[config.mk]
export PLATFORM = sky130hd
export DESIGN_NAME = ucs_top
export DESIGN_NICKNAME = d
export VERILOG_FILES = /design/src/ucs_pkg.sv /design/src/ucs_iso_if.sv /design/src/ucs_sync.sv /design/src/ucs_iso_gate.sv /design/src/ucs_top.sv
export SDC_FILE = /design/constraint.sdc
export NUM_CORES = 1
export LEC_CHECK = 0
export ABC_CLOCK_PERIOD_IN_PS = 2000
export BUFFER_PORTS_ARGS = -buffer_cell sky130_fd_sc_hd__clkbuf_2
export CAP_MARGIN = 20
export CORE_MARGIN = 2
export CORE_UTILIZATION = 45
export DETAILED_ROUTE_END_ITERATION = 16
export PLACE_DENSITY = 0.73
export SLEW_MARGIN = 15
export SYNTH_ARGS = -nofsm -noshare
export SYNTH_HDL_FRONTEND = slang
export SYNTH_SLANG_ARGS = --single-unit
[constraint.sdc]
create_clock -name pclk -period 2 [get_ports pclk]
set_clock_uncertainty 0.05 [all_clocks]
set_input_delay 0.3 -clock pclk [delete_from_list [all_inputs] [get_ports pclk]]
set_output_delay 0.3 -clock pclk [all_outputs]
set_load 0.01 [all_outputs]
[src/ucs_pkg.sv]
/*
  ucs_pkg: register map, field positions and reset values of the usb core
  control and status block.
  assumes: a 32-bit apb register bus, one aligned word per register.
*/
package ucs_pkg;

  // ****************************************
  // register byte offsets
  // ****************************************
  localparam logic [7:0] UCS_OFF_MAIN = 8'h00;   // main control/status, read clears endpoint flags
  localparam logic [7:0] UCS_OFF_IRQ_STAT = 8'h04;
  localparam logic [7:0] UCS_OFF_IRQ_MASK = 8'h08;
  localparam logic [7:0] UCS_OFF_PEEK = 8'h0C;   // same word without the flag byte, no side effect

  // ****************************************
  // main word field positions
  // ****************************************
  localparam int UCS_EP_TX_LSB = 17;
  localparam int UCS_EP_TX_MSB = 23;
  localparam int UCS_EP0_BIT = 16;
  localparam int UCS_ISO_BIT = 15;
  localparam int UCS_CONN_BIT = 14;
  localparam int UCS_FAST_SPEED_ENABLE_BIT = 13;
  localparam int UCS_HSACT_BIT = 12;
  localparam int UCS_RST_BIT = 11;
  localparam int UCS_FADDR_MSB = 6;
  localparam int UCS_FADDR_W = 7;
  localparam int UCS_NUM_TX_EP = 7;

  // ****************************************
  // interrupt status bit positions
  // ****************************************
  localparam int UCS_IRQ_EP = 0;
  localparam int UCS_IRQ_SOF = 1;
  localparam int UCS_IRQ_BUSRST = 2;
  localparam int UCS_IRQ_FAST = 3;
  localparam int UCS_IRQ_W = 4;

  // ****************************************
  // values after reset
  // ****************************************
  localparam logic UCS_RST_ISO = 1'b0;
  localparam logic UCS_RST_CONN = 1'b0;
  localparam logic UCS_RST_FAST_SPEED_ENABLE = 1'b1;
  localparam logic [6:0] UCS_RST_FADDR = 7'h00;
  localparam logic [3:0] UCS_RST_IRQ_MASK = 4'h0;

  // endpoint flag byte: seven transmit flags above the endpoint-zero flag
  function automatic logic [7:0] ucs_flag_byte(input logic [6:0] tx, input logic ep0);
    ucs_flag_byte = {tx, ep0};
  endfunction : ucs_flag_byte

endpackage : ucs_pkg

[src/ucs_iso_if.sv]
/*
  ucs_iso_if: carries transmit-ready events and send releases between the
  control block and its isochronous send gate.
  assumes: both ends on the same clock.
*/
`timescale 1ns/100ps
interface ucs_iso_if #(parameter int N = 8);
  logic [N-1:0] loaded;     // one-cycle pulse: packet loaded for endpoint
  logic [N-1:0] iso_ep;     // level: endpoint runs isochronous
  logic wait_en;            // level: hold iso packets for frame start
  logic sof;                // one-cycle pulse: frame start token
  logic [N-1:0] send;       // one-cycle pulse: packet may go out
  modport ctrl (output loaded, output iso_ep, output wait_en, output sof, input send);
  modport gate (input loaded, input iso_ep, input wait_en, input sof, output send);
endinterface : ucs_iso_if

[src/ucs_sync.sv]
/*
  ucs_sync: three-stage synchroniser with agreement filter for a pin.
  assumes: the input is asynchronous to pclk.
*/
`timescale 1ns/100ps
module ucs_sync (
  input wire logic pclk,
  input wire logic presetn,
  input wire logic async_in,
  output logic sync_out
);
  logic s1_q;
  logic s2_q;
  logic s3_q;

  // ****************************************
  // shift chain; first stage feeds only the second
  // ****************************************
  always_ff @(posedge pclk or negedge presetn) begin
    if (!presetn) begin
      s1_q <= 1'b0;
      s2_q <= 1'b0;
      s3_q <= 1'b0;
    end else begin
      s1_q <= async_in;
      s2_q <= s1_q;
      s3_q <= s2_q;
    end
  end

  // change counts once stages two and three agree
  always_ff @(posedge pclk or negedge presetn) begin
    if (!presetn) begin
      sync_out <= 1'b0;
    end else if (s2_q == s3_q) begin
      sync_out <= s3_q;
    end
  end
endmodule : ucs_sync

[src/ucs_iso_gate.sv]
/*
  ucs_iso_gate: holds isochronous packets until the next frame start when
  asked to, otherwise releases each packet the cycle after it is loaded.
  assumes: loaded and sof are single-cycle pulses on pclk.
*/
`timescale 1ns/100ps
module ucs_iso_gate (
  input wire logic pclk,
  input wire logic presetn,
  ucs_iso_if.gate iso
);
  localparam int N = $bits(iso.loaded);
  logic [N-1:0] hold_q;
  logic [N-1:0] send_q;
  logic [N-1:0] hold_new;

  // packets that must wait for the frame start
  assign hold_new = iso.loaded & iso.iso_ep & {N{iso.wait_en}};

  // ****************************************
  // held packets; a load in the sof cycle waits for the next one
  // ****************************************
  always_ff @(posedge pclk or negedge presetn) begin
    if (!presetn) begin
      hold_q <= '0;
    end else if (iso.sof) begin
      hold_q <= hold_new;
    end else begin
      hold_q <= hold_q | hold_new;
    end
  end

  // release: immediate when not held, else at sof
  always_ff @(posedge pclk or negedge presetn) begin
    if (!presetn) begin
      send_q <= '0;
    end else begin
      send_q <= (iso.loaded & ~hold_new) | (hold_q & {N{iso.sof}});
    end
  end

  assign iso.send = send_q;
endmodule : ucs_iso_gate

[src/ucs_top.sv]
/*
  ucs_top: control and status of an on-chip usb controller behind apb.
  holds the endpoint interrupt flags (cleared by a full read of the main
  word), isochronous send timing, soft connect, fast speed enable and
  negotiation status, bus reset status, function address and a maskable
  interrupt.
  assumes: link events arrive as pclk pulses from the protocol engine; the
  bus reset indication and the host/peripheral role are asynchronous pins.
*/
// How it works
// - top byte of main word reads zero
// - seven endpoint transmit flags, hardware set
// - endpoint zero flag, hardware set
// - reading the flag byte clears all flags
// - iso wait: hold loaded packet until sof
// - iso wait only peripheral iso endpoints
// - connect bit drives bus lines, resets zero
// - fast speed enable resets one, negotiates
// - fast speed status valid after reset end
// - reset status; host mode software drives reset
`timescale 1ns/100ps
module ucs_top #(
  parameter int NUM_TX_EP = ucs_pkg::UCS_NUM_TX_EP
) (
  input wire logic pclk,
  input wire logic presetn,
  // apb slave
  input wire logic psel,
  input wire logic penable,
  input wire logic pwrite,
  input wire logic [7:0] paddr,
  input wire logic [31:0] pwdata,
  input wire logic [3:0] pstrb,
  output logic [31:0] prdata,
  output logic pready,
  output logic pslverr,
  // role and bus pins
  input wire logic host_mode_pin,
  input wire logic bus_reset_pin,
  // protocol engine events, pclk domain
  input wire logic [NUM_TX_EP-1:0] ep_tx_event,
  input wire logic ep0_event,
  input wire logic sof_token,
  input wire logic fast_handshake_ok,
  input wire logic [NUM_TX_EP:0] transmit_packet_loaded,
  input wire logic [NUM_TX_EP:0] ep_is_iso,
  // controls toward the link
  output logic [NUM_TX_EP:0] tx_send,
  output logic bus_line_oe,
  output logic fast_speed_enable_o,
  output logic host_bus_reset_drive,
  output logic irq
);
  import ucs_pkg::*;

  // ****************************************
  // declarations
  // ****************************************
  logic host_mode;
  logic bus_reset_sync;
  logic bus_reset_prev_q;
  logic [NUM_TX_EP-1:0] endpoint_tx_flags_q;
  logic control_endpoint_flag_q;
  logic iso_wait_frame_start_q;
  logic bus_line_connect_q;
  logic fast_speed_enable_q;
  logic fast_speed_active_q;
  logic fast_pending_q;
  logic host_reset_q;
  logic [UCS_FADDR_W-1:0] function_address_q;
  logic [UCS_IRQ_W-1:0] irq_stat_q;
  logic [UCS_IRQ_W-1:0] irq_mask_q;
  logic setup;
  logic access;
  logic wr;
  logic rd;
  logic hit_main;
  logic hit_stat;
  logic hit_mask;
  logic hit_peek;
  logic mapped;
  logic flag_clear;
  logic reset_status;
  logic reset_start;
  logic reset_end;
  logic host_reset_release;
  logic [UCS_IRQ_W-1:0] irq_events;
  logic [31:0] main_word;
  logic [31:0] rd_word;

  ucs_iso_if #(.N(NUM_TX_EP + 1)) iso_bus ();

  // ****************************************
  // pin synchronisers
  // ****************************************
  // role pin may move at any time, so it is filtered like the bus pin
  ucs_sync u_sync_role (
    .pclk(pclk),
    .presetn(presetn),
    .async_in(host_mode_pin),
    .sync_out(host_mode)
  );

  ucs_sync u_sync_bus_reset (
    .pclk(pclk),
    .presetn(presetn),
    .async_in(bus_reset_pin),
    .sync_out(bus_reset_sync)
  );

  // ****************************************
  // apb decode
  // ****************************************
  // register offsets are word aligned; the low address bits are ignored
  function automatic logic addr_is(input logic [7:0] a, input logic [7:0] off);
    addr_is = (a[7:2] == off[7:2]);
  endfunction : addr_is

  assign setup = psel & ~penable;
  assign access = psel & penable & pready;
  assign wr = access & pwrite;
  assign rd = access & ~pwrite;
  assign hit_main = addr_is(paddr, UCS_OFF_MAIN);
  assign hit_stat = addr_is(paddr, UCS_OFF_IRQ_STAT);
  assign hit_mask = addr_is(paddr, UCS_OFF_IRQ_MASK);
  assign hit_peek = addr_is(paddr, UCS_OFF_PEEK);
  assign mapped = hit_main | hit_stat | hit_mask | hit_peek;

  // full-word read of the main word covers the flag byte and clears it;
  // the peek alias leaves that lane out so status reads are harmless
  assign flag_clear = rd & hit_main;

  // ****************************************
  // apb handshake: one setup, one access cycle
  // ****************************************
  // pready registered so the slave answers from a flop, never a gate chain
  always_ff @(posedge pclk or negedge presetn) begin
    if (!presetn) begin
      pready <= 1'b0;
    end else begin
      pready <= setup;
    end
  end

  // unmapped offsets answer with an error and touch nothing
  always_ff @(posedge pclk or negedge presetn) begin
    if (!presetn) begin
      pslverr <= 1'b0;
    end else begin
      pslverr <= setup & ~mapped;
    end
  end

  // ****************************************
  // bus reset tracking
  // ****************************************
  // peripheral: bus pin; host: software drives it
  assign reset_status = host_mode ? host_reset_q : bus_reset_sync;

  always_ff @(posedge pclk or negedge presetn) begin
    if (!presetn) begin
      bus_reset_prev_q <= 1'b0;
    end else begin
      bus_reset_prev_q <= bus_reset_sync;
    end
  end

  assign reset_start = ~host_mode & bus_reset_sync & ~bus_reset_prev_q;
  assign reset_end = ~host_mode & ~bus_reset_sync & bus_reset_prev_q;
  assign host_reset_release = host_mode & host_reset_q & wr & hit_main & pstrb[1] & ~pwdata[UCS_RST_BIT];

  // host mode reset bit, writable only while acting as host
  always_ff @(posedge pclk or negedge presetn) begin
    if (!presetn) begin
      host_reset_q <= 1'b0;
    end else if (!host_mode) begin
      host_reset_q <= 1'b0;
    end else if (wr && hit_main && pstrb[1]) begin
      host_reset_q <= pwdata[UCS_RST_BIT];
    end
  end

  always_ff @(posedge pclk or negedge presetn) begin
    if (!presetn) begin
      host_bus_reset_drive <= 1'b0;
    end else begin
      host_bus_reset_drive <= host_mode & host_reset_q;
    end
  end

  // ****************************************
  // endpoint interrupt flags
  // ****************************************
  // a new event in the clearing cycle survives: set wins over clear
  always_ff @(posedge pclk or negedge presetn) begin
    if (!presetn) begin
      endpoint_tx_flags_q <= '0;
    end else begin
      endpoint_tx_flags_q <= (endpoint_tx_flags_q & {NUM_TX_EP{~flag_clear}}) | ep_tx_event;
    end
  end

  always_ff @(posedge pclk or negedge presetn) begin
    if (!presetn) begin
      control_endpoint_flag_q <= 1'b0;
    end else begin
      control_endpoint_flag_q <= (control_endpoint_flag_q & ~flag_clear) | ep0_event;
    end
  end

  // ****************************************
  // control bits
  // ****************************************
  // iso wait has no storage in host mode and reads zero there
  always_ff @(posedge pclk or negedge presetn) begin
    if (!presetn) begin
      iso_wait_frame_start_q <= UCS_RST_ISO;
    end else if (host_mode) begin
      iso_wait_frame_start_q <= 1'b0;
    end else if (wr && hit_main && pstrb[1]) begin
      iso_wait_frame_start_q <= pwdata[UCS_ISO_BIT];
    end
  end

  // soft connect, peripheral only
  always_ff @(posedge pclk or negedge presetn) begin
    if (!presetn) begin
      bus_line_connect_q <= UCS_RST_CONN;
    end else if (host_mode) begin
      bus_line_connect_q <= 1'b0;
    end else if (wr && hit_main && pstrb[1]) begin
      bus_line_connect_q <= pwdata[UCS_CONN_BIT];
    end
  end

  always_ff @(posedge pclk or negedge presetn) begin
    if (!presetn) begin
      fast_speed_enable_q <= UCS_RST_FAST_SPEED_ENABLE;
    end else if (wr && hit_main && pstrb[1]) begin
      fast_speed_enable_q <= pwdata[UCS_FAST_SPEED_ENABLE_BIT];
    end
  end

  always_ff @(posedge pclk or negedge presetn) begin
    if (!presetn) begin
      function_address_q <= UCS_RST_FADDR;
    end else if (wr && hit_main && pstrb[0]) begin
      function_address_q <= pwdata[UCS_FADDR_MSB:0];
    end
  end

  // line drivers follow the connect bit; low means tri-stated lines
  always_ff @(posedge pclk or negedge presetn) begin
    if (!presetn) begin
      bus_line_oe <= 1'b0;
    end else begin
      bus_line_oe <= bus_line_connect_q & ~host_mode;
    end
  end

  // with the enable low the link may not chirp: full speed only
  always_ff @(posedge pclk or negedge presetn) begin
    if (!presetn) begin
      fast_speed_enable_o <= UCS_RST_FAST_SPEED_ENABLE;
    end else begin
      fast_speed_enable_o <= fast_speed_enable_q;
    end
  end

  // ****************************************
  // fast speed negotiation
  // ****************************************
  // handshake only counts while reset is on the bus and the enable is set
  always_ff @(posedge pclk or negedge presetn) begin
    if (!presetn) begin
      fast_pending_q <= 1'b0;
    end else if (reset_start) begin
      fast_pending_q <= 1'b0;
    end else if (fast_handshake_ok && reset_status && fast_speed_enable_q) begin
      fast_pending_q <= 1'b1;
    end
  end

  // status is published only when the reset is over, so it never shows
  // a half-finished negotiation
  always_ff @(posedge pclk or negedge presetn) begin
    if (!presetn) begin
      fast_speed_active_q <= 1'b0;
    end else if (reset_start) begin
      fast_speed_active_q <= 1'b0;
    end else if (reset_end || host_reset_release) begin
      fast_speed_active_q <= fast_pending_q;
    end
  end

  // ****************************************
  // interrupt status and mask
  // ****************************************
  assign irq_events[UCS_IRQ_EP] = (|ep_tx_event) | ep0_event;
  assign irq_events[UCS_IRQ_SOF] = sof_token;
  assign irq_events[UCS_IRQ_BUSRST] = reset_start;
  assign irq_events[UCS_IRQ_FAST] = (reset_end | host_reset_release) & fast_pending_q;

  // write one to clear; an event in the same cycle wins
  always_ff @(posedge pclk or negedge presetn) begin
    if (!presetn) begin
      irq_stat_q <= '0;
    end else if (wr && hit_stat && pstrb[0]) begin
      irq_stat_q <= (irq_stat_q & ~pwdata[UCS_IRQ_W-1:0]) | irq_events;
    end else begin
      irq_stat_q <= irq_stat_q | irq_events;
    end
  end

  always_ff @(posedge pclk or negedge presetn) begin
    if (!presetn) begin
      irq_mask_q <= UCS_RST_IRQ_MASK;
    end else if (wr && hit_mask && pstrb[0]) begin
      irq_mask_q <= pwdata[UCS_IRQ_W-1:0];
    end
  end

  // one cycle behind the status; keeps the output on a flop
  always_ff @(posedge pclk or negedge presetn) begin
    if (!presetn) begin
      irq <= 1'b0;
    end else begin
      irq <= |(irq_stat_q & irq_mask_q);
    end
  end

  // ****************************************
  // isochronous send gate
  // ****************************************
  assign iso_bus.loaded = transmit_packet_loaded;
  assign iso_bus.iso_ep = ep_is_iso;
  assign iso_bus.wait_en = iso_wait_frame_start_q & ~host_mode;
  assign iso_bus.sof = sof_token;

  ucs_iso_gate u_iso_gate (
    .pclk(pclk),
    .presetn(presetn),
    .iso(iso_bus.gate)
  );

  assign tx_send = iso_bus.send;

  // ****************************************
  // read data
  // ****************************************
  // top byte and bits 10..7 are unimplemented and read zero
  always_comb begin
    main_word = 32'h0000_0000;
    main_word[UCS_EP_TX_MSB:UCS_EP0_BIT] = ucs_flag_byte(endpoint_tx_flags_q, control_endpoint_flag_q);
    main_word[UCS_ISO_BIT] = iso_wait_frame_start_q;
    main_word[UCS_CONN_BIT] = bus_line_connect_q;
    main_word[UCS_FAST_SPEED_ENABLE_BIT] = fast_speed_enable_q;
    main_word[UCS_HSACT_BIT] = fast_speed_active_q;
    main_word[UCS_RST_BIT] = reset_status;
    main_word[UCS_FADDR_MSB:0] = function_address_q;
  end

  always_comb begin
    rd_word = 32'h0000_0000;
    if (hit_main) begin
      rd_word = main_word;
    end else if (hit_peek) begin
      rd_word = main_word & 32'hFF00_FFFF;
    end else if (hit_stat) begin
      rd_word[UCS_IRQ_W-1:0] = irq_stat_q;
    end else if (hit_mask) begin
      rd_word[UCS_IRQ_W-1:0] = irq_mask_q;
    end
  end

  // captured in setup so the access cycle returns it from a flop
  always_ff @(posedge pclk or negedge presetn) begin
    if (!presetn) begin
      prdata <= 32'h0000_0000;
    end else if (setup && !pwrite) begin
      prdata <= rd_word;
    end else if (access) begin
      prdata <= 32'h0000_0000;
    end
  end

endmodule : ucs_top

==> results by group <==
Floorplan
  – Area of the die: 7910 sq um
  – Horiz. Die Dim: 88.9 um
  – Number of top-level pins: 123
  – Die Y-Extent: 88.9 um
  – Initial cell density of the core: 47.0%
  – FP Rows: 30
  – Core Region: 6910 sq um

STA
  – Clock period minus worst slack: 1.47 ns
  – Pins Over Slew Limit: 0
  – Unrepaired setup endpoints after global routing: false
  – Total negative slack: 0 ns
  – Tcrit/Tclk final: 73.3%
  – Fmax: 682 MHz
  – Setup violators final: 0
  – Worst setup slack after layout: 0.534 ns
  – Final hold vios: 0

Clock tree
  – CTS clk-pin slew, worst paths: 0.08 ns
  – Clk_lat worst skew: 0.34 ns
  – CTS tree: built
  – Quantity of gates resized following cts: 0
  – Root cell of the clock tree: clkbuf_8
  – Maximum buffer depth of the clock tree: 2
  – CTS Buf Count: 9
  – TritonCTS Sinks: 80
  – Number of levels in the clock H-tree: 3
  – Number of buffers added for setup after CTS: 0

Synthesis
  – Synthesis-stage register bit count: 80
  – Register area share after synthesis: 61.7%
  – Synth cell types: 31
  – Post-synthesis cell area: 3250 sq um
  – Count of mapped cells out of synthesis: 263
  – Number of enable flip-flop cells after synthesis: 0
  – Asr flop ratio synth: 100%
  – Top_reg_cell synth: dfrtp_1
  – Avg Synthesized Cell Area: 12.3 sq um
  – Synth Warn #: 0

Status
  – Result of the run: finished clean

Drt
  – DR DRC count: 0
  – DRT antenna net count: 0
  – Wirelength per Cell: 13.8 um
  – Starting DRT DRC Count: 136
  – Vias per Instance: 5.02
  – Drt pass-1 iters: 4
  – Overall via count from detail_route: 2311
  – Total length of routed wires: 6.36 mm

Global route
  – Pin count of the biggest net entering global routing: 38
  – Antenna violations before repair: 0
  – First-pass GRT wire length: 10.1 mm
  – Grt ovf: 0
  – Combined global-route utilization of all metal layers: 16.9%
  – Vias in the first global route: 2205

Min path
  – Type of the worst min-delay path: in2reg
  – Hold endpoint: endpoint_tx_flags_q[0]
  – Beginning of the worst hold path: ep_tx_event[0]
  – Worst hold path stage count: 2

Setup path
  – Required time reported for the critical path endpoint: 2.22 ns
  – Destination of the worst register-to-register timing path: fast_speed_enable_q
  – Sequence of cells on the critical path: and4_1, nand4_1, mux2_2
  – Reg2reg path depth: 3
  – CP Class: reg2reg
  – Kind of start point of the critical path: flip-flop
  – Delay of the slowest cell on the worst path: 0.39 ns
  – Register-to-Register Setup Slack: 0.53 ns
  – Crit path max-delay family: simple AND/OR/NAND/NOR gates
  – Reg-to-reg startpoint: pready
  – Buffers & Inverters on Critical Path: 0
  – Crit path max fanout: 5
  – Kind of capture point of the worst setup path: flip-flop
  – Worst path slowest cell: dfrtp_1
  – Arrival time worst endpoint: 1.69 ns

Placement
  – Post-placement worst setup slack: 0.192 ns
  – Total placed instance area: 3780 sq um
  – Buffers added on ports: 85
  – Post-DP HPWL: 4.75 mm
  – RD Place Congestion: 0.746

Cells and area
  – Layout Area Growth over Synthesis: 24.1%
  – Number of inserted filler cells in the final layout: 646
  – Final instance area: 4030 sq um
  – Antenna cell count: 0
  – Most common cell after layout, fill and taps aside: clkbuf_2
  – Area taken by flip-flops and latches: 2000 sq um
  – Commonest cells after routing, fill and taps aside: clkbuf_2, dfrtp_1, a22o_1, nand2_1
  – Area of the multi-input gates: 1110 sq um
  – Fraction of layout cells with a size suffix above 1: 34.3%
  – Fin nets: 436

Power and ir drop
  – Leakage power total: 2.01 nW
  – Power per standard cell area: 788 nW/um^2
  – Total power consumption of the routed design: 0.00317 W
  – Maximum vdd drop: 430 uV

Flow run
  – Max-cap violations: 0
worst max path at each step:
stage	end	slack, ns	cells past startpoint	start
2_1_floorplan	control_endpoint_flag_q	0.38	5	paddr[5]
3_3_place_gp	prdata[13]	0.21	5	paddr[5]
6_report	fast_speed_enable_q	0.53	3	pready
3_5_place_dp	prdata[11]	0.19	5	paddr[5]
4_1_cts	fast_speed_enable_q	0.52	3	pready
5_1_grt	host_reset_q	0.41	4	pready
area by class of cell:
cell class | count | share of cell area [%]
Timing Repair Buffer | 97 | 13.4
Multi-Input combinational cell | 160 | 27.6
Sequential cell | 80 | 49.8
Inverter | 11 | 1.02
Clock inverter | 3 | 1.61
Clock buffer | 13 | 3.70
Tap cell | 96 | 2.98
sequential cells by signal, summed over array words and instances (netlist names), 4 cells and up:
register / flops
u_iso_gate.hold_q: 8
irq_mask_q: 4
u_iso_gate.iso.send: 8
endpoint_tx_flags_q: 7
prdata: 20
function_address_q: 7
irq_stat_q: 4
power by group:
group          internal, W  switching [W]  leakage, nW
clock network     0.000737       0.000536        0.108
logic            0.0000946       0.000132        0.894
registers          0.00165      0.0000230         1.00
cell families after synthesis:
logic type      Yosys count  share of synthesized area, %
other cells               1                         0.115
mux                      19                          6.32
buf+inv                  34                          5.32
fa+ha+maj                 2                         0.617
flops                    80                          61.7
simple gates             63                          11.2
compound gates           64                          14.7
through the flow:
step / util [%] / std cells / hold slack (ns)
2_1_floorplan: - / 274 / -0.0456
3_3_place_gp: 54.8 / 441 / 0.177
3_5_place_dp: 54.8 / 441 / 0.180
4_1_cts: 58.3 / 460 / 0.0955
5_1_grt: 58.3 / 460 / 0.0953
6_report: 58.3 / 460 / 0.110
Yosys cell counts, types with 4 or more instances:
cell type / number / area, sq um
nand4_1: 4 / 25.0
buf_4: 12 / 90.1
mux2i_1: 7 / 70.1
inv_1: 11 / 41.3
a21o_1: 12 / 90.1
a211oi_1: 4 / 30.0
nand2_1: 20 / 75.1
o21ai_0: 10 / 50.1
a22o_1: 28 / 245
nor2b_1: 9 / 56.3
nand3_1: 10 / 50.1
nor2_1: 8 / 30.0
dfrtp_1: 78 / 1950
mux2_2: 12 / 135
clkbuf_1: 9 / 33.8
a21oi_1: 6 / 30.0
timing repair:
action,CTS,global route
endpoints found under the setup margin,0,0
endpoints found under the hold margin,25,0
hold buffers,3,0
metal layers:
metal	global-route usage, %	share of wire [%]	vias to the layer above	wire (um)
li1	-	-	1103	-
met1	22.0	44	1126	2820
met2	27.6	48	74	3050
met3	3.88	6.6	8	422
met4	6.51	1.2	0	74
met5	0	0	-	0
Power figures use the tool's default switching activity.
